==> config.mk <==
export PLATFORM = sky130hd
export DESIGN_NAME = rx_frame_filter
export DESIGN_NICKNAME = d
export VERILOG_FILES = /design/src/include/rx_filter_pkg.sv /design/src/logic/byte_fifo.sv /design/src/logic/rx_frame_filter.sv
export VERILOG_INCLUDE_DIRS = /design/src /design/src/include
export SDC_FILE = /design/constraint.sdc
export NUM_CORES = 1
export LEC_CHECK = 0
export ABC_AREA = 1
export BUFFER_PORTS_ARGS = -buffer_cell sky130_fd_sc_hd__buf_2
export CAP_MARGIN = 20
export CORE_UTILIZATION = 60
export CTS_CLUSTER_SIZE = 40
export DETAILED_ROUTE_END_ITERATION = 10
export GPL_TIMING_DRIVEN = 0
export PLACE_DENSITY = 0.75
export SETUP_SLACK_MARGIN = 0.15
export SLEW_MARGIN = 20
export SYNTH_ARGS = -nofsm -noshare
export SYNTH_HDL_FRONTEND = slang
export SYNTH_HIERARCHICAL = 1
export SYNTH_SLANG_ARGS = --single-unit
==> constraint.sdc <==
create_clock -name sys_clk -period 8 [get_ports sys_clk]
set_input_delay 1.2 -clock sys_clk [delete_from_list [all_inputs] [get_ports sys_clk]]
set_output_delay 1.2 -clock sys_clk [all_outputs]
set_load 0.1 [all_outputs]
==> src/include/rx_filter_defines.svh <==
// register offsets, field positions, reset values and frame constants of the receive filter
`ifndef RX_FILTER_DEFINES_SVH
`define RX_FILTER_DEFINES_SVH

`define REG_CTRL0 5'h00
`define REG_CTRL1 5'h01
`define REG_ACK_CTRL2 5'h02
`define REG_STATUS 5'h03
`define REG_DATA 5'h04
`define REG_SHORT0 5'h08
`define REG_SHORT1 5'h09
`define REG_PAN0 5'h0A
`define REG_PAN1 5'h0B
`define REG_EXT_BASE 5'h10
`define REG_EXT_LAST 5'h17

`define BIT_SLOTTED 0
`define BIT_FLUSH 1
`define BIT_ACK_TRIG 2
`define BIT_PROTECT 7
`define BIT_PROMISC 1
`define BIT_UPLOAD 4
`define BIT_FILTER 5
`define BIT_COORD 3
`define BIT_ACK_SUPPRESS 4
`define FVN_HI 7
`define FVN_LO 6
`define STAT_NONEMPTY 0
`define STAT_ACK_PEND 1
`define STAT_LOCK 2
`define STAT_FCS 7

`define RST_SHORT 16'hFFFF
`define RST_PAN 16'hFFFF
`define RST_EXT 64'h0000000000000000
`define RST_FVN 2'h1

`define FT_BEACON 3'h0
`define FT_DATA 3'h1
`define FT_ACK 3'h2
`define FT_CMD 3'h3
`define AM_NONE 2'h0
`define AM_SHORT 2'h2
`define AM_EXT 2'h3
`define BCAST 16'hFFFF
`define HDR_MAX 23
`define FIFO_DEPTH 32

`endif

==> src/include/rx_filter_pkg.sv <==
// types shared by the receive filter and its testbench
package rx_filter_pkg;

	typedef struct packed {
		logic [1:0] fvn;
		logic ack_suppress;
		logic coord;
		logic filter;
		logic upload;
		logic promisc;
		logic protect;
		logic slotted;
	} cfg_t;

	typedef struct packed {
		logic [1:0] src_mode;
		logic [1:0] version;
		logic [1:0] dst_mode;
		logic [2:0] rsv;
		logic pan_compress;
		logic ack_request;
		logic pending;
		logic security;
		logic [2:0] ftype;
	} frame_ctrl_t;

	typedef struct packed {
		logic rx_begin;
		logic rx_done;
		logic addr_match;
	} irq_t;

	typedef enum logic [1:0] {
		ST_LISTEN = 2'b01,
		ST_BUSY = 2'b10
	} rx_state_t;

endpackage : rx_filter_pkg

==> src/logic/byte_fifo.sv <==
// frame byte fifo with registered read data
`timescale 1ns/1ps
module byte_fifo #(
	parameter int WIDTH = 8,
	parameter int DEPTH = 32
) (
	input wire logic sys_clk,
	input wire logic nrst,
	input wire logic flush,
	input wire logic in_valid,
	output logic in_ready,
	input wire logic [WIDTH-1:0] in_data,
	output logic out_valid,
	input wire logic out_ready,
	output logic [WIDTH-1:0] out_data,
	output logic empty
);
	localparam int AW = $clog2(DEPTH);
	logic [WIDTH-1:0] mem [0:DEPTH-1];
	logic [AW-1:0] wr_q;
	logic [AW-1:0] rd_q;
	logic [AW:0] cnt_q;
	logic ov_q;
	logic [WIDTH-1:0] od_q;
	logic we;
	logic load;

	assign in_ready = (cnt_q != DEPTH[AW:0]);
	assign we = in_valid && in_ready;
	// output stage refills whenever it is free or being taken
	assign load = (cnt_q != '0) && (!ov_q || out_ready);
	assign out_valid = ov_q;
	assign out_data = od_q;
	assign empty = !ov_q && (cnt_q == '0);

	always_ff @(posedge sys_clk) begin
		if (we) begin
			mem[wr_q] <= in_data;
		end
	end

	always_ff @(posedge sys_clk or negedge nrst) begin
		if (!nrst) begin
			wr_q <= '0;
			rd_q <= '0;
			cnt_q <= '0;
		end else if (flush) begin
			wr_q <= '0;
			rd_q <= '0;
			cnt_q <= '0;
		end else begin
			if (we) begin
				wr_q <= (wr_q == AW'(DEPTH - 1)) ? '0 : wr_q + 1'b1;
			end
			if (load) begin
				rd_q <= (rd_q == AW'(DEPTH - 1)) ? '0 : rd_q + 1'b1;
			end
			cnt_q <= cnt_q + {{AW{1'b0}}, we} - {{AW{1'b0}}, load};
		end
	end

	always_ff @(posedge sys_clk or negedge nrst) begin
		if (!nrst) begin
			ov_q <= 1'b0;
			od_q <= '0;
		end else if (flush) begin
			ov_q <= 1'b0;
		end else if (load) begin
			ov_q <= 1'b1;
			od_q <= mem[rd_q];
		end else if (out_ready) begin
			ov_q <= 1'b0;
		end
	end

endmodule : byte_fifo

==> src/logic/rx_frame_filter.sv <==
// receive frame acceptance, address match and auto-acknowledge decision
// Summary of operation
// RULE1 - promiscuous mode passes every frame on without address-based acceptance
// RULE2 - promiscuous mode raises receive-done at every frame end, even with bad FCS
// RULE3 - software reads the FCS-valid flag after receive-done and drops bad frames
// RULE4 - software sets ack suppression for promiscuous operation, else matches get acked
// RULE5 - address-match is raised in every mode when the filter matches the node
// RULE6 - a valid PHY header while listening raises receive-start and begins reception
// RULE7 - the FCS-valid flag is updated in the same cycle as receive-done
// RULE8 - software writes all address bytes to 0x00 for promiscuous mode
// RULE9 - sniffer setup gives receive-start, receive-done and FCS flag for every frame
// RULE10 - frame-version policy 7:6 acks versions up to 0, 1, 2 or all
// RULE11 - upload without filter: intact reserved frames done, never matched, never acked
// RULE12 - upload with filter: reserved frames filtered like data frames
// RULE13 - under reserved filtering ack only if requested and receive-done was raised
// RULE14 - software never sets reserved filtering without reserved upload
// RULE15 - protect bit 7 keeps a received frame from being overwritten
// RULE16 - slotted bit 0 selects unslotted or software-triggered slotted acknowledge
// RULE17 - coordinator bit 3 admits source-only addressed data and command frames
// RULE18 - no address-match when destination mode is 0 or 1 and source mode is 0
// RULE19 - unassigned frame type codes take the reserved-type handling path
//
// Design decisions made here: the address-and-strobe port and the register offsets.
`timescale 1ns/1ps
`include "rx_filter_defines.svh"
module rx_frame_filter #(
	parameter int FIFO_DEPTH = `FIFO_DEPTH
) (
	input wire logic sys_clk,
	input wire logic nrst,
	input wire logic [4:0] reg_addr,
	input wire logic [7:0] reg_wdata,
	input wire logic reg_wr,
	input wire logic reg_rd,
	output logic [7:0] reg_rdata,
	input wire logic rx_phr_valid,
	input wire logic rx_byte_valid,
	input wire logic [7:0] rx_byte,
	output logic rx_byte_ready,
	input wire logic rx_end,
	input wire logic rx_fcs_ok,
	output rx_filter_pkg::irq_t irq,
	output logic ack_tx_start,
	output logic ack_slotted
);
	localparam int HDR = `HDR_MAX;

	rx_filter_pkg::cfg_t cfg_q;
	rx_filter_pkg::rx_state_t state_q;
	rx_filter_pkg::frame_ctrl_t fcf;
	rx_filter_pkg::irq_t irq_q;
	logic [15:0] short_q;
	logic [15:0] pan_q;
	logic [7:0] ext_q [0:7];
	logic [7:0] hdr_q [0:HDR-1];
	logic [6:0] idx_q;
	logic ami_fired_q;
	logic match_q;
	logic fcs_valid_q;
	logic lock_q;
	logic ack_pend_q;
	logic ack_start_q;
	logic [7:0] rdata_q;
	logic flush_cmd;
	logic trig_cmd;
	logic fifo_flush;
	logic fifo_in_valid;
	logic fifo_out_valid;
	logic fifo_pop;
	logic [7:0] fifo_data;
	logic fifo_empty;
	logic busy;
	logic frame_end;
	logic [4:0] dpan_len;
	logic [4:0] dadr_len;
	logic [4:0] span_len;
	logic [4:0] sadr_len;
	logic [4:0] o_dadr;
	logic [4:0] o_span;
	logic [4:0] o_sadr;
	logic [4:0] hdr_len;
	logic [15:0] dpan;
	logic [15:0] dshort;
	logic [15:0] span;
	logic ext_eq;
	logic type_res;
	logic ver_ok;
	logic pan_ok;
	logic dadr_ok;
	logic beacon_ok;
	logic src_only_ok;
	logic match;
	logic ami_allowed;
	logic hdr_done;
	logic match_now;
	logic done;
	logic ack_want;

	assign fcf = rx_filter_pkg::frame_ctrl_t'({hdr_q[1], hdr_q[0]});
	assign busy = (state_q == rx_filter_pkg::ST_BUSY);
	assign frame_end = busy && rx_end;
	assign flush_cmd = reg_wr && (reg_addr == `REG_CTRL0) && reg_wdata[`BIT_FLUSH];
	assign trig_cmd = reg_wr && (reg_addr == `REG_CTRL0) && reg_wdata[`BIT_ACK_TRIG];

	// ---------------- configuration registers ----------------
	always_ff @(posedge sys_clk or negedge nrst) begin
		if (!nrst) begin
			cfg_q <= '0;
			cfg_q.fvn <= `RST_FVN;
		end else if (reg_wr) begin
			unique case (reg_addr)
				`REG_CTRL0: begin
					cfg_q.slotted <= reg_wdata[`BIT_SLOTTED]; // [RULE16]
					cfg_q.protect <= reg_wdata[`BIT_PROTECT]; // [RULE15]
				end
				`REG_CTRL1: begin
					cfg_q.promisc <= reg_wdata[`BIT_PROMISC];
					cfg_q.upload <= reg_wdata[`BIT_UPLOAD];
					cfg_q.filter <= reg_wdata[`BIT_FILTER];
				end
				`REG_ACK_CTRL2: begin
					cfg_q.coord <= reg_wdata[`BIT_COORD]; // [RULE17]
					cfg_q.ack_suppress <= reg_wdata[`BIT_ACK_SUPPRESS];
					cfg_q.fvn <= reg_wdata[`FVN_HI:`FVN_LO]; // [RULE10]
				end
				default: begin
				end
			endcase
		end
	end

	always_ff @(posedge sys_clk or negedge nrst) begin
		if (!nrst) begin
			short_q <= `RST_SHORT;
			pan_q <= `RST_PAN;
		end else if (reg_wr) begin
			if (reg_addr == `REG_SHORT0) short_q[7:0] <= reg_wdata;
			if (reg_addr == `REG_SHORT1) short_q[15:8] <= reg_wdata;
			if (reg_addr == `REG_PAN0) pan_q[7:0] <= reg_wdata;
			if (reg_addr == `REG_PAN1) pan_q[15:8] <= reg_wdata;
		end
	end

	for (genvar g = 0; g < 8; g++) begin : g_ext
		always_ff @(posedge sys_clk or negedge nrst) begin
			if (!nrst) begin
				ext_q[g] <= 8'(`RST_EXT >> (8 * g));
			end else if (reg_wr && (reg_addr == `REG_EXT_BASE + 5'(g))) begin
				ext_q[g] <= reg_wdata;
			end
		end
	end

	// ---------------- receive sequencing ----------------
	always_ff @(posedge sys_clk or negedge nrst) begin
		if (!nrst) begin
			state_q <= rx_filter_pkg::ST_LISTEN;
		end else begin
			unique case (state_q)
				rx_filter_pkg::ST_LISTEN: begin
					if (rx_phr_valid) state_q <= rx_filter_pkg::ST_BUSY; // [RULE6]
				end
				rx_filter_pkg::ST_BUSY: begin
					if (rx_end) state_q <= rx_filter_pkg::ST_LISTEN;
				end
				default: state_q <= rx_filter_pkg::ST_LISTEN;
			endcase
		end
	end

	// header bytes kept for address evaluation; payload only counted
	always_ff @(posedge sys_clk or negedge nrst) begin
		if (!nrst) begin
			idx_q <= '0;
			for (int i = 0; i < HDR; i++) hdr_q[i] <= 8'h00;
		end else if (!busy && rx_phr_valid) begin
			idx_q <= '0;
			for (int i = 0; i < HDR; i++) hdr_q[i] <= 8'h00;
		end else if (busy && rx_byte_valid) begin
			if (idx_q < 7'(HDR)) hdr_q[idx_q[4:0]] <= rx_byte;
			if (idx_q != 7'h7F) idx_q <= idx_q + 7'h01;
		end
	end

	// ---------------- third level address filter ----------------
	always_comb begin
		dpan_len = fcf.dst_mode[1] ? 5'h02 : 5'h00;
		dadr_len = (fcf.dst_mode == `AM_SHORT) ? 5'h02 : (fcf.dst_mode == `AM_EXT) ? 5'h08 : 5'h00;
		span_len = (fcf.src_mode[1] && !(fcf.pan_compress && fcf.dst_mode[1])) ? 5'h02 : 5'h00;
		sadr_len = (fcf.src_mode == `AM_SHORT) ? 5'h02 : (fcf.src_mode == `AM_EXT) ? 5'h08 : 5'h00;
		o_dadr = 5'h03 + dpan_len;
		o_span = o_dadr + dadr_len;
		o_sadr = o_span + span_len;
		hdr_len = o_sadr + sadr_len;
		dpan = {hdr_q[4], hdr_q[3]};
		dshort = {hdr_q[o_dadr + 5'h01], hdr_q[o_dadr]};
		// a compressed source pan is the destination pan
		span = (span_len != 5'h00) ? {hdr_q[o_span + 5'h01], hdr_q[o_span]} : dpan;
		ext_eq = 1'b1;
		for (int i = 0; i < 8; i++) begin
			if (hdr_q[o_dadr + 5'(i)] != ext_q[i]) ext_eq = 1'b0;
		end
	end

	always_comb begin
		type_res = (fcf.ftype > `FT_CMD); // [RULE19]
		ver_ok = (fcf.version <= cfg_q.fvn) || (cfg_q.fvn == 2'h3); // [RULE10]
		pan_ok = !fcf.dst_mode[1] || (dpan == pan_q) || (dpan == `BCAST);
		unique case (fcf.dst_mode)
			`AM_SHORT: dadr_ok = (dshort == short_q) || (dshort == `BCAST);
			`AM_EXT: dadr_ok = ext_eq;
			default: dadr_ok = 1'b1;
		endcase
		beacon_ok = (fcf.ftype != `FT_BEACON) || (pan_q == `BCAST) || (span == pan_q);
		src_only_ok = 1'b1;
		if ((fcf.dst_mode == `AM_NONE) && (fcf.src_mode != `AM_NONE) && (fcf.ftype != `FT_BEACON)) begin
			src_only_ok = cfg_q.coord && (span == pan_q); // [RULE17]
		end
		// reserved types pass only when filtered like data frames
		match = (!type_res || (cfg_q.upload && cfg_q.filter)) && ver_ok && pan_ok && dadr_ok // [RULE12]
			&& beacon_ok && src_only_ok && (fcf.ftype != `FT_ACK)
			&& ((fcf.dst_mode != `AM_NONE) || (fcf.src_mode != `AM_NONE));
		ami_allowed = !((fcf.dst_mode <= 2'h1) && (fcf.src_mode == `AM_NONE)) // [RULE18]
			&& !(type_res && !cfg_q.filter); // [RULE11]
	end

	assign hdr_done = (idx_q >= 7'h02) && (idx_q >= {2'b00, hdr_len});
	// a frame that ends before its header completes never matches
	assign match_now = ami_fired_q ? match_q : (hdr_done && match);

	always_ff @(posedge sys_clk or negedge nrst) begin
		if (!nrst) begin
			ami_fired_q <= 1'b0;
			match_q <= 1'b0;
		end else if (!busy) begin
			ami_fired_q <= 1'b0;
			match_q <= 1'b0;
		end else if (hdr_done && !ami_fired_q) begin
			ami_fired_q <= 1'b1;
			match_q <= match;
		end
	end

	// ---------------- end of frame decision ----------------
	always_comb begin
		if (cfg_q.promisc) begin
			done = 1'b1; // [RULE1] [RULE2] [RULE9]
		end else if (type_res && !cfg_q.upload) begin
			done = 1'b0;
		end else if (type_res && !cfg_q.filter) begin
			done = rx_fcs_ok; // [RULE11]
		end else begin
			done = rx_fcs_ok && match_now; // [RULE12]
		end
		// ack only for data and command style frames the filter accepted
		ack_want = frame_end && done && rx_fcs_ok && match_now && fcf.ack_request && ver_ok // [RULE13]
			&& !cfg_q.ack_suppress && (fcf.ftype != `FT_BEACON) && !(type_res && !cfg_q.filter); // [RULE11]
	end

	always_ff @(posedge sys_clk or negedge nrst) begin
		if (!nrst) begin
			irq_q <= '0;
		end else begin
			irq_q.rx_begin <= !busy && rx_phr_valid; // [RULE6] [RULE9]
			irq_q.addr_match <= busy && hdr_done && !ami_fired_q && match && ami_allowed; // [RULE5]
			irq_q.rx_done <= frame_end && done;
		end
	end

	always_ff @(posedge sys_clk or negedge nrst) begin
		if (!nrst) begin
			fcs_valid_q <= 1'b0;
		end else if (frame_end && done) begin
			fcs_valid_q <= rx_fcs_ok; // [RULE7]
		end
	end

	// slotted mode holds the ack until software triggers it
	always_ff @(posedge sys_clk or negedge nrst) begin
		if (!nrst) begin
			ack_pend_q <= 1'b0;
			ack_start_q <= 1'b0;
		end else begin
			ack_start_q <= (ack_want && !cfg_q.slotted) || (trig_cmd && ack_pend_q); // [RULE16]
			if (ack_want && cfg_q.slotted) begin
				ack_pend_q <= 1'b1;
			end else if (trig_cmd || !cfg_q.slotted) begin
				ack_pend_q <= 1'b0;
			end
		end
	end

	// ---------------- frame buffer and protection ----------------
	// set wins: a protected frame completing while software drains stays locked
	always_ff @(posedge sys_clk or negedge nrst) begin
		if (!nrst) begin
			lock_q <= 1'b0;
		end else if (frame_end && done && cfg_q.protect) begin
			lock_q <= 1'b1; // [RULE15]
		end else if (flush_cmd || !cfg_q.protect || (!busy && fifo_empty)) begin
			lock_q <= 1'b0;
		end
	end

	// an unprotected buffer is overwritten by the next frame
	assign fifo_flush = flush_cmd || (!busy && rx_phr_valid && !lock_q); // [RULE15]
	assign fifo_in_valid = busy && rx_byte_valid && !lock_q;
	assign fifo_pop = reg_rd && (reg_addr == `REG_DATA);

	byte_fifo #(
		.WIDTH(8),
		.DEPTH(FIFO_DEPTH)
	) u_fifo (
		.sys_clk(sys_clk),
		.nrst(nrst),
		.flush(fifo_flush),
		.in_valid(fifo_in_valid),
		.in_ready(rx_byte_ready),
		.in_data(rx_byte),
		.out_valid(fifo_out_valid),
		.out_ready(fifo_pop),
		.out_data(fifo_data),
		.empty(fifo_empty)
	);

	// ---------------- register read ----------------
	always_ff @(posedge sys_clk or negedge nrst) begin
		if (!nrst) begin
			rdata_q <= 8'h00;
		end else if (reg_rd) begin
			rdata_q <= 8'h00;
			if (reg_addr >= `REG_EXT_BASE && reg_addr <= `REG_EXT_LAST) begin
				rdata_q <= ext_q[reg_addr[2:0]];
			end
			unique case (reg_addr)
				`REG_CTRL0: begin
					rdata_q[`BIT_SLOTTED] <= cfg_q.slotted;
					rdata_q[`BIT_PROTECT] <= cfg_q.protect;
				end
				`REG_CTRL1: begin
					rdata_q[`BIT_PROMISC] <= cfg_q.promisc;
					rdata_q[`BIT_UPLOAD] <= cfg_q.upload;
					rdata_q[`BIT_FILTER] <= cfg_q.filter;
				end
				`REG_ACK_CTRL2: begin
					rdata_q[`BIT_COORD] <= cfg_q.coord;
					rdata_q[`BIT_ACK_SUPPRESS] <= cfg_q.ack_suppress;
					rdata_q[`FVN_HI:`FVN_LO] <= cfg_q.fvn;
				end
				`REG_STATUS: begin
					rdata_q[`STAT_FCS] <= fcs_valid_q; // [RULE3]
					rdata_q[`STAT_NONEMPTY] <= fifo_out_valid;
					rdata_q[`STAT_ACK_PEND] <= ack_pend_q;
					rdata_q[`STAT_LOCK] <= lock_q;
				end
				`REG_DATA: rdata_q <= fifo_out_valid ? fifo_data : 8'h00;
				`REG_SHORT0: rdata_q <= short_q[7:0];
				`REG_SHORT1: rdata_q <= short_q[15:8];
				`REG_PAN0: rdata_q <= pan_q[7:0];
				`REG_PAN1: rdata_q <= pan_q[15:8];
				default: begin
				end
			endcase
		end
	end

	assign reg_rdata = rdata_q;
	assign irq = irq_q;
	assign ack_tx_start = ack_start_q;
	assign ack_slotted = cfg_q.slotted;

endmodule : rx_frame_filter

# After elaboration in Yosys (flattened, before gate mapping)
# Memory sizes are Yosys's and may differ from the RTL's. A register that Yosys moved wholly into a read port is not among the register bits.
# Cells that the tools add are included.
[totals]
reg_bits = 332
mem_bits_rw = 256
inputBits = 29
out_inout_bits = 14
elab_cells = 369
memories = 1
[mem_list]
columns = ["memory", "depth", "word_bits", "read_ports", "rd_ports_with_merged_regs", "wr", "line_no", "source"]
rows = [
  ["u_fifo.mem", 32, 8, 1, 1, 1, "byte_fifo.sv:19", "logic [WIDTH-1:0] mem [0:DEPTH-1];"],
]
[op_classes]
add_sub_neg = 17
order_cmp = 21
eq_ne = 45
n_mux = 96
n_bitwise = 13
reduce_logical = 117
[op_table]
columns = ["cell", "n"]
rows = [
  ["$mux W184", 3],
  ["$bmux W8 S5", 10],
  ["$mux W8", 25],
  ["$bwmux W184", 1],
  ["$ge A6 B6 Y1 const B", 11],
  ["$ne A8 B8 Y1", 8],
  ["$logic_and A1 B1 Y1", 60],
  ["$eq A5 B5 Y1 const B", 10],
  ["$eq A16 B16 Y1", 3],
  ["$eq A16 B16 Y1 const B", 3],
  ["$not A4 Y6", 7],
  ["$demux W8 S5", 1],
  ["$mux W5", 6],
  ["$mux W1", 26],
  ["$bmux W8 S3", 1],
  ["$pmux W1 S6", 4],
  ["$reduce_and A2 Y1", 11],
  ["$mux W7", 3],
  ["$pmux W1 S7", 3],
  ["$eq A5 B4 Y1 const B", 4],
  ["$not A5 Y6", 3],
  ["$reduce_bool A2 Y1", 9],
  ["$add A3 B3 Y4 const B", 4],
  ["$mux W16", 1],
  ["47 further kinds", 92],
]

# Depth between registers and ports, before layout
# Gate-level depths: netlist of the first run.
[depth]
depth_word = 37
depth_mapped = 23

# Hierarchy
# The synthesis of the first run kept the hierarchy.
[by_module_without_submodules]
columns = ["module", "n_inst", "cells_per_inst", "area_per_inst_um2", "seq_area_each_um2"]
rows = [
  ["rx_frame_filter", 1, 1860, 13495.4, 5998.3],
  ["byte_fifo", 1, 1137, 12014.0, 8313.0],
]

# Worst setup path before layout of the first run
# Ideal clock, no wire load.
[synth_path]
path_type = "input to register"
startpoint = "input reg_addr[0]"
endpoint = "register u_fifo.cnt_q[4]"
setup_ps = 128
t_arrival_ps = 3370
required_time_ps = 7872
setup_slack_ps = 4502
stages = 17
n_path_buf = 0
cell_sequence = "nor2_1 clkinv_1 nor3_1 inv_1 nor2_1 inv_1 nand2_1 nand2_1 nand2_1 nand2_1 ha_1 fa_1 nand2_1 nand2_1 a21oi_1 xor2_1 nor2_1"
[synth_via]
elab_chain_cells = 6
elab_cells_between_ends = 10
classes_between = "add/sub: 1; eq/ne: 1; mux: 1; reduce/logical: 7"
[synth_lines]
columns = ["element", "line_no", "source"]
rows = [
  ["from (decl)", "rx_frame_filter.sv:31", "input wire logic [4:0] reg_addr,"],
  ["$eq A5 B3 Y1", "-", ""],
  ["$logic_and A1 B1 Y1", "rx_frame_filter.sv:308", "assign fifo_pop = reg_rd && (reg_addr == `REG_DATA);"],
  ["net fifo_pop", "rx_frame_filter.sv:69", "logic fifo_pop;"],
  ["$logic_or A1 B1 Y1", "byte_fifo.sv:31", "assign load = (cnt_q != '0) && (!ov_q || out_ready);"],
  ["$logic_and A1 B1 Y1", "byte_fifo.sv:31", ""],
  ["$sub A6 B1 Y6", "byte_fifo.sv:58", "cnt_q <= cnt_q + {{AW{1'b0}}, we} - {{AW{1'b0}}, load};"],
  ["$mux W6", "byte_fifo.sv:47", "end else if (flush) begin"],
  ["to (signal assigned)", "byte_fifo.sv:58", ""],
  ["to (decl)", "byte_fifo.sv:22", "logic [AW:0] cnt_q;"],
]
# The timed path passes the listed nets, and every way through them passes these cells.
# A chain may end at the register's enable or synchronous reset.

# Worst setup path in the final report of the first run
# Ends and elaborated chain as after synthesis.

==> results of run 1 <==
[kinds of logic (layout without fill, tap and decap cells)]
group / count (synthesis) / after routing / share of synthesized area, %
AND/OR/NAND/NOR: 1518 / 1518 / 23.9
flip-flops: 519 / 519 / 56.1
buffers and inverters: 458 / 598 / 7.38
AO/OA/AOI/OAI: 436 / 436 / 9.87
XOR/XNOR: 36 / 36 / 1.24
adder cells (fa/ha/maj): 30 / 30 / 1.53
other: 0 / 2 / 0
[state kept, by name, summed over array words and instances, names as in the netlist, 6 cells and up]
signal           flops
u_fifo/mem         256
idx_q                7
reg_rdata            8
fcf                 11
short_q             16
pan_q               16
cfg_q                8
u_fifo/cnt_q         6
u_fifo/out_data      8
dpan                16
hdr_q               80
ext_q               64
[power breakdown]
part / total [mW] / internal (mW) / switching, mW
clock: 2.57 / 1.49 / 1.08
sequential: 3.20 / 2.99 / 0.211
combinational: 1.79 / 0.504 / 1.28
[critical path: stages]
cell and delay, ns:
buf_2 0.11, nor2_1 0.43, clkinv_1 0.49, nor3_1 0.68, inv_1 0.13, nor2_1 0.12, inv_1 0.05, nand2_1 0.21
nand2_1 0.14, nand2_1 0.09, nand2_1 0.06, ha_1 0.23, fa_1 0.41, nand2_1 0.08, nand2_1 0.05, a21oi_1 0.15
xor2_1 0.18, nor2_1 0.05
[final cells by class]
type                            instances  area (um^2)
Tap cell                              539          674
Clock buffer                           71         1420
Sequential cell                       519        14300
Inverter                              335         1260
Fill cell                            3419        13700
Antenna cell                            2         5.00
Clock inverter                         26          367
Timing Repair Buffer                   43          270
Multi-Input combinational cell       2020         9320
Buffer                                123          623
[synthesized netlist by cell type, types with 3 or more instances]
cell type / number / area share [%]
o21ai_1: 31 / 0.61
xnor2_1: 11 / 0.38
nor2_1: 292 / 4.3
nand4_1: 15 / 0.37
nor3_1: 11 / 0.22
inv_2: 5 / 0.074
buf_4: 19 / 0.56
clkinv_1: 18 / 0.26
clkbuf_1: 60 / 0.88
dfrtp_1: 229 / 22
o21ai_0: 166 / 3.3
nand2_1: 975 / 14
nand2_2: 3 / 0.074
a221oi_1: 12 / 0.41
nand3_1: 202 / 4.0
dfstp_2: 34 / 3.5
buf_6: 6 / 0.26
a31oi_1: 7 / 0.17
edfxtp_1: 256 / 30
a21oi_1: 42 / 0.82
ha_1: 28 / 1.4
buf_2: 36 / 0.71
a41oi_1: 7 / 0.24
xor2_1: 25 / 0.86
inv_1: 311 / 4.6
nand3b_1: 12 / 0.35
o22ai_1: 143 / 3.5
o211ai_1: 18 / 0.53
[path summary, 6_finish.rpt]
check                                  end  cells after the start  slack (ns)   startpoint
min                             short_q[0]                      2        0.49   short_q[0]
max in group asynchronous       short_q[5]                      3        6.05         nrst
min reg2reg                     short_q[0]                      2        0.49   short_q[0]
min in group asynchronous           irq[2]                      1        0.52         nrst
max                        u_fifo/cnt_q[4]                     18        3.61  reg_addr[0]
max reg2reg                    fcs_valid_q                     21        4.02      fcf[11]
[metal layers]
metal	share of wire, %	routed length, um	up-vias
met5	0.062	54	-
met4	2.7	2380	8
met2	42	36900	1425
li1	-	-	10039
met1	41	35300	10851
met3	14	12500	176
[per-stage QoR]
stage | utilization [%] | setup slack [ns] | total power [mW] | area [um^2]
2_1_floorplan | - | 4.50 | 4.26 | 25500
3_5_place_dp | 63.1 | 3.22 | 4.95 | 26500
6_report | 67.3 | 3.61 | 7.56 | 28200
3_3_place_gp | 62.9 | 0.943 | 4.89 | 26400
4_1_cts | 67.3 | 3.83 | 7.49 | 28200
5_1_grt | 67.3 | 3.48 | 7.81 | 28200
==> results.json, run 1 <==
{
  "status": "finished clean",
  "cts_hold_buf": 0,
  "power_density_mw_per_mm2": 267,
  "die_h_um": 208,
  "clkTransAtPathRegs_ns": 0.06,
  "clockBufferDepth": 3,
  "synth_cells": 2997,
  "vias": 22499,
  "cp-start-kind": "input pin",
  "fin_cells": 3678,
  "die_area_mm2": 0.0433,
  "hold_class": "flip-flop to flip-flop",
  "clock_latency_ns": 0.62,
  "grt_max_degree": 101,
  "synth-seq-cells": 519,
  "synth_fp_nets": 3056,
  "worstSetupEndpointType": "flip-flop",
  "overflow": 0,
  "grt_usage_pct": 40.7,
  "syn2layout_area_growth_pct": 10.7,
  "ys_seq_area_share_pct": 56.1,
  "slew_violations": 0,
  "cts_root_buffer": "clkbuf_16",
  "cts_sinks": 519,
  "cts_tree": "done",
  "power_leakage_nw": 12.2,
  "place_congestion": 1.02,
  "tightest_slew_ns": 1.03,
  "synthesis.area_mm2": 0.0255,
  "crit_arrival_ns": 4.87,
  "cap_violations": 0,
  "cts_buffers": 53,
  "cp.required_ns": 8.48,
  "dr.pass1.iters": 6,
  "setup-tns-final_ns": 0,
  "final_cell_mix": "nand2_1, inv_1, nor2_1",
  "slew_headroom_pct": 30.8,
  "layout-drive-gt1-share_pct": 7.40,
  "vias_per_cell": 6.12,
  "port_buffers": 41,
  "yosysUniqueCellTypes": 45,
  "use_met3_pct": 11.9,
  "routedWlPerCell_um": 23.7,
  "ant_nets": 0,
  "fin_crit_ns": 4.39,
  "ctsResizeCount": 0,
  "finalNetCount": 3154,
  "syn_area_per_cell_um2": 8.51,
  "cp_max_fo": 8,
  "grt_pass1_vias": 20836,
  "drt-initial-drc-count": 3314,
  "io_pins": 43,
  "finalHoldViolCount": 0,
  "start_util_pct": 60.8,
  "ys.flop_type": "edfxtp_1",
  "antenna_found_initial": 3,
  "synthArstFlopShare_pct": 50.7,
  "die_w_um": 208,
  "wirelength_um": 87100,
  "path_class": "input pin to flip-flop",
  "core_area_mm2": 0.0419,
  "use_met1_pct": 60.3,
  "setup_viol": 0,
  "skew_ns": 0.0130,
  "h-tree-depth": 2,
  "grt.met2_usage_pct": 58.0,
  "ys_warn_count": 6,
  "gr-max-usage-layer": "met1",
  "post-route-period-util_pct": 54.9,
  "whs_ns": 0.494,
  "grt_setup_unrepaired": "false",
  "drc": 0,
  "max_freq_mhz": 228,
  "dpl.cell_count": 3579,
  "grt_pass1_wl_um": 129000,
  "post-cts-setup-buffers": 0,
  "final_common_cell": "nand2_1",
  "hpwl_um": 63600,
  "num_rows": 75,
  "synth_edf_count": 256,
  "ir_worst_vdd_mv": 0.246
}
Power figures use the tool's default switching activity.
==> run 2, diff against run 1 <==
==> constraint.sdc (replaced) <==
create_clock -name sys_clk -period 4.3 [get_ports sys_clk]
set_input_delay 0.645 -clock sys_clk [delete_from_list [all_inputs] [get_ports sys_clk]]
set_output_delay 0.645 -clock sys_clk [all_outputs]
set_load 0.1 [all_outputs]
==> run 2 against run 1 <==
Via count hardly changed. Routed wire length hardly changed. Critical path depth is 3 higher. Critical path type is now flip-flop to flip-flop. Die area stayed put. Final cell count hardly changed. First-iteration DRC count is 3.9% lower. Non-clock buffer count is 1 higher. Clock power is 86% higher. Cell area hardly changed. Power is 86% higher. Clock-buffer cell count stayed put.
==> results.json, run 2 (synthesis results as in run 1) <==
{
  "path_class": "flip-flop to flip-flop",
  "setup_viol": 0,
  "tightest_slew_ns": 1.06,
  "slew_violations": 0,
  "finalHoldViolCount": 0,
  "start_util_pct": 60.8,
  "fin_crit_ns": 3.97,
  "r2r_start": "fcf[11]",
  "final_cell_mix": "nand2_1, inv_1, nor2_1",
  "crit_arrival_ns": 4.51,
  "hpwl_um": 63600,
  "critPathCapture": "fcs_valid_q",
  "largest_register_ffs": 256,
  "fillers": 3415,
  "r2r_slack_ns": 0.33,
  "core_area_mm2": 0.0419,
  "antenna_found_initial": 3,
  "io_pins": 43,
  "routedWlPerCell_um": 23.7,
  "cp_max_fo": 10,
  "multi_input_area_mm2": 0.00932,
  "die_h_um": 208,
  "r2r-end": "fcs_valid_q",
  "power_mw": 14.1,
  "skew_ns": 0.0105,
  "grt_pass1_vias": 20816,
  "hold_class": "input pin to flip-flop",
  "cp-start-kind": "flip-flop",
  "grt_setup_unrepaired": "false",
  "wirelength_um": 87200,
  "worstSetupEndpointType": "flip-flop",
  "final_common_cell": "nand2_1",
  "setup.worst_path.start": "fcf[11]",
  "max_stage_delay_ns": 0.63,
  "die_area_mm2": 0.0433,
  "clock_latency_ns": 0.61,
  "drt-initial-drc-count": 3184,
  "cts_buffers": 53,
  "post-route-period-util_pct": 92.3,
  "place_area_mm2": 0.0265,
  "grt_pass1_wl_um": 129000,
  "cts_tree": "done",
  "cts_sinks": 519,
  "max_freq_mhz": 252,
  "power_leakage_nw": 12.2,
  "vias_per_cell": 6.11,
  "ctsResizeCount": 0,
  "vias": 22477,
  "ir_worst_vdd_mv": 0.458,
  "clockBufferDepth": 3,
  "overflow": 0,
  "clkTransAtPathRegs_ns": 0.07,
  "reg.largest.list": "u_fifo/mem (256), hdr_q (80), ext_q (64)",
  "regMostFlops": "u_fifo/mem",
  "finalNetCount": 3155,
  "h-tree-depth": 2,
  "fin_util_pct": 67.4,
  "port_buffers": 41,
  "grt_usage_pct": 40.7,
  "r2r_cells": 21,
  "dr.pass1.iters": 6,
  "cts_root_buffer": "clkbuf_16",
  "ant_nets": 0,
  "place_congestion": 1.02,
  "syn2layout_area_growth_pct": 10.8,
  "cap_violations": 0,
  "status": "finished clean",
  "slew_headroom_pct": 28.8,
  "power_density_mw_per_mm2": 497,
  "cp.required_ns": 4.84,
  "num_rows": 75,
  "drc": 0,
  "layout-drive-gt1-share_pct": 7.39,
  "die_w_um": 208,
  "grt_max_degree": 101,
  "ff_latch_area_mm2": 0.0143,
  "slowest_stage": "clkbuf_1",
  "cp_cell_sequence": "buf_4 -> clkbuf_1 -> clkbuf_1 -> ha_1 -> inv_1 -> ha_1 -> a21oi_1 -> nand2_1 -> a21oi_1 -> o21bai_1 -> a21oi_1 -> nor2_1 -> inv_1 -> nor2_2 -> nand2_1 -> nand3_1 -> nand2_1 -> nand2_1 -> nand2_1 -> nand2_1 -> o21ai_1",
  "design_area_mm2": 0.0283,
  "worst_path_most_repeated_cell": "nand2_1"
}
run 2: worst max-delay path: cells and delay by family, from the launching register on:
family | cells | cell delay, ns
buf+inv | 5 | 1.20
compound gates | 5 | 1.06
simple gates | 9 | 0.76
fa+ha+maj | 2 | 0.46
flops | 1 | 0.42
run 2: metal layers:
metal	global-route usage (%)	wire length (um)	up-vias
met5	0	59	-
met4	12.2	2330	8
met3	11.7	12000	174
met2	58.2	37000	1410
met1	60.4	35700	10835
li1	-	-	10050
run 2: per-stage QoR:
stage	TNS [ns]	instances	hold slack (ns)	setup WS (ns)
final	0	3679	0.261	0.331
after global routing	0	3677	0.281	0.195
after CTS	0	3677	0.235	0.482
after detailed placement	0	3579	0.479	0.0747
after global placement	-511.78	3577	0.475	-2.20
after floorplan	0	2997	0.349	0.959
run 2: worst min path at each step:
stage | from | to | slack, ns | cells past startpoint
after global routing | rx_end | state_q[1] | 0.28 | 2
final | rx_end | state_q[1] | 0.26 | 2
after global placement | cfg_q[1] | cfg_q[1] | 0.47 | 2
after detailed placement | cfg_q[1] | cfg_q[1] | 0.48 | 2
after CTS | rx_end | state_q[1] | 0.23 | 2
after floorplan | nrst | ack_pend_q | 0.35 | 0
run 2: power breakdown:
group | leakage (nW) | switching (mW) | total (mW) | internal [mW]
combinational | 5.62 | 2.39 | 3.32 | 0.938
sequential | 5.74 | 0.393 | 5.95 | 5.56
clock | 0.846 | 2.01 | 4.78 | 2.77
total | 12.2 | 4.79 | 14.1 | 9.26
run 2: what timing repair did:
item                                   4_1_cts  5_1_grt
buffers inserted                             0        0
endpoints found under the hold margin        7        0
hold buffers                                 1        0
run 2: cell type report:
class / instances / share of cell area, %
timing repair buffer: 44 / 0.992
antenna: 2 / 0.0177
multi-input combinational: 2020 / 33.0
sequential: 519 / 50.6
clock inverter: 26 / 1.30
clock buffer: 71 / 5.04
inverter: 335 / 4.46
buffer: 123 / 2.20
tap: 539 / 2.39
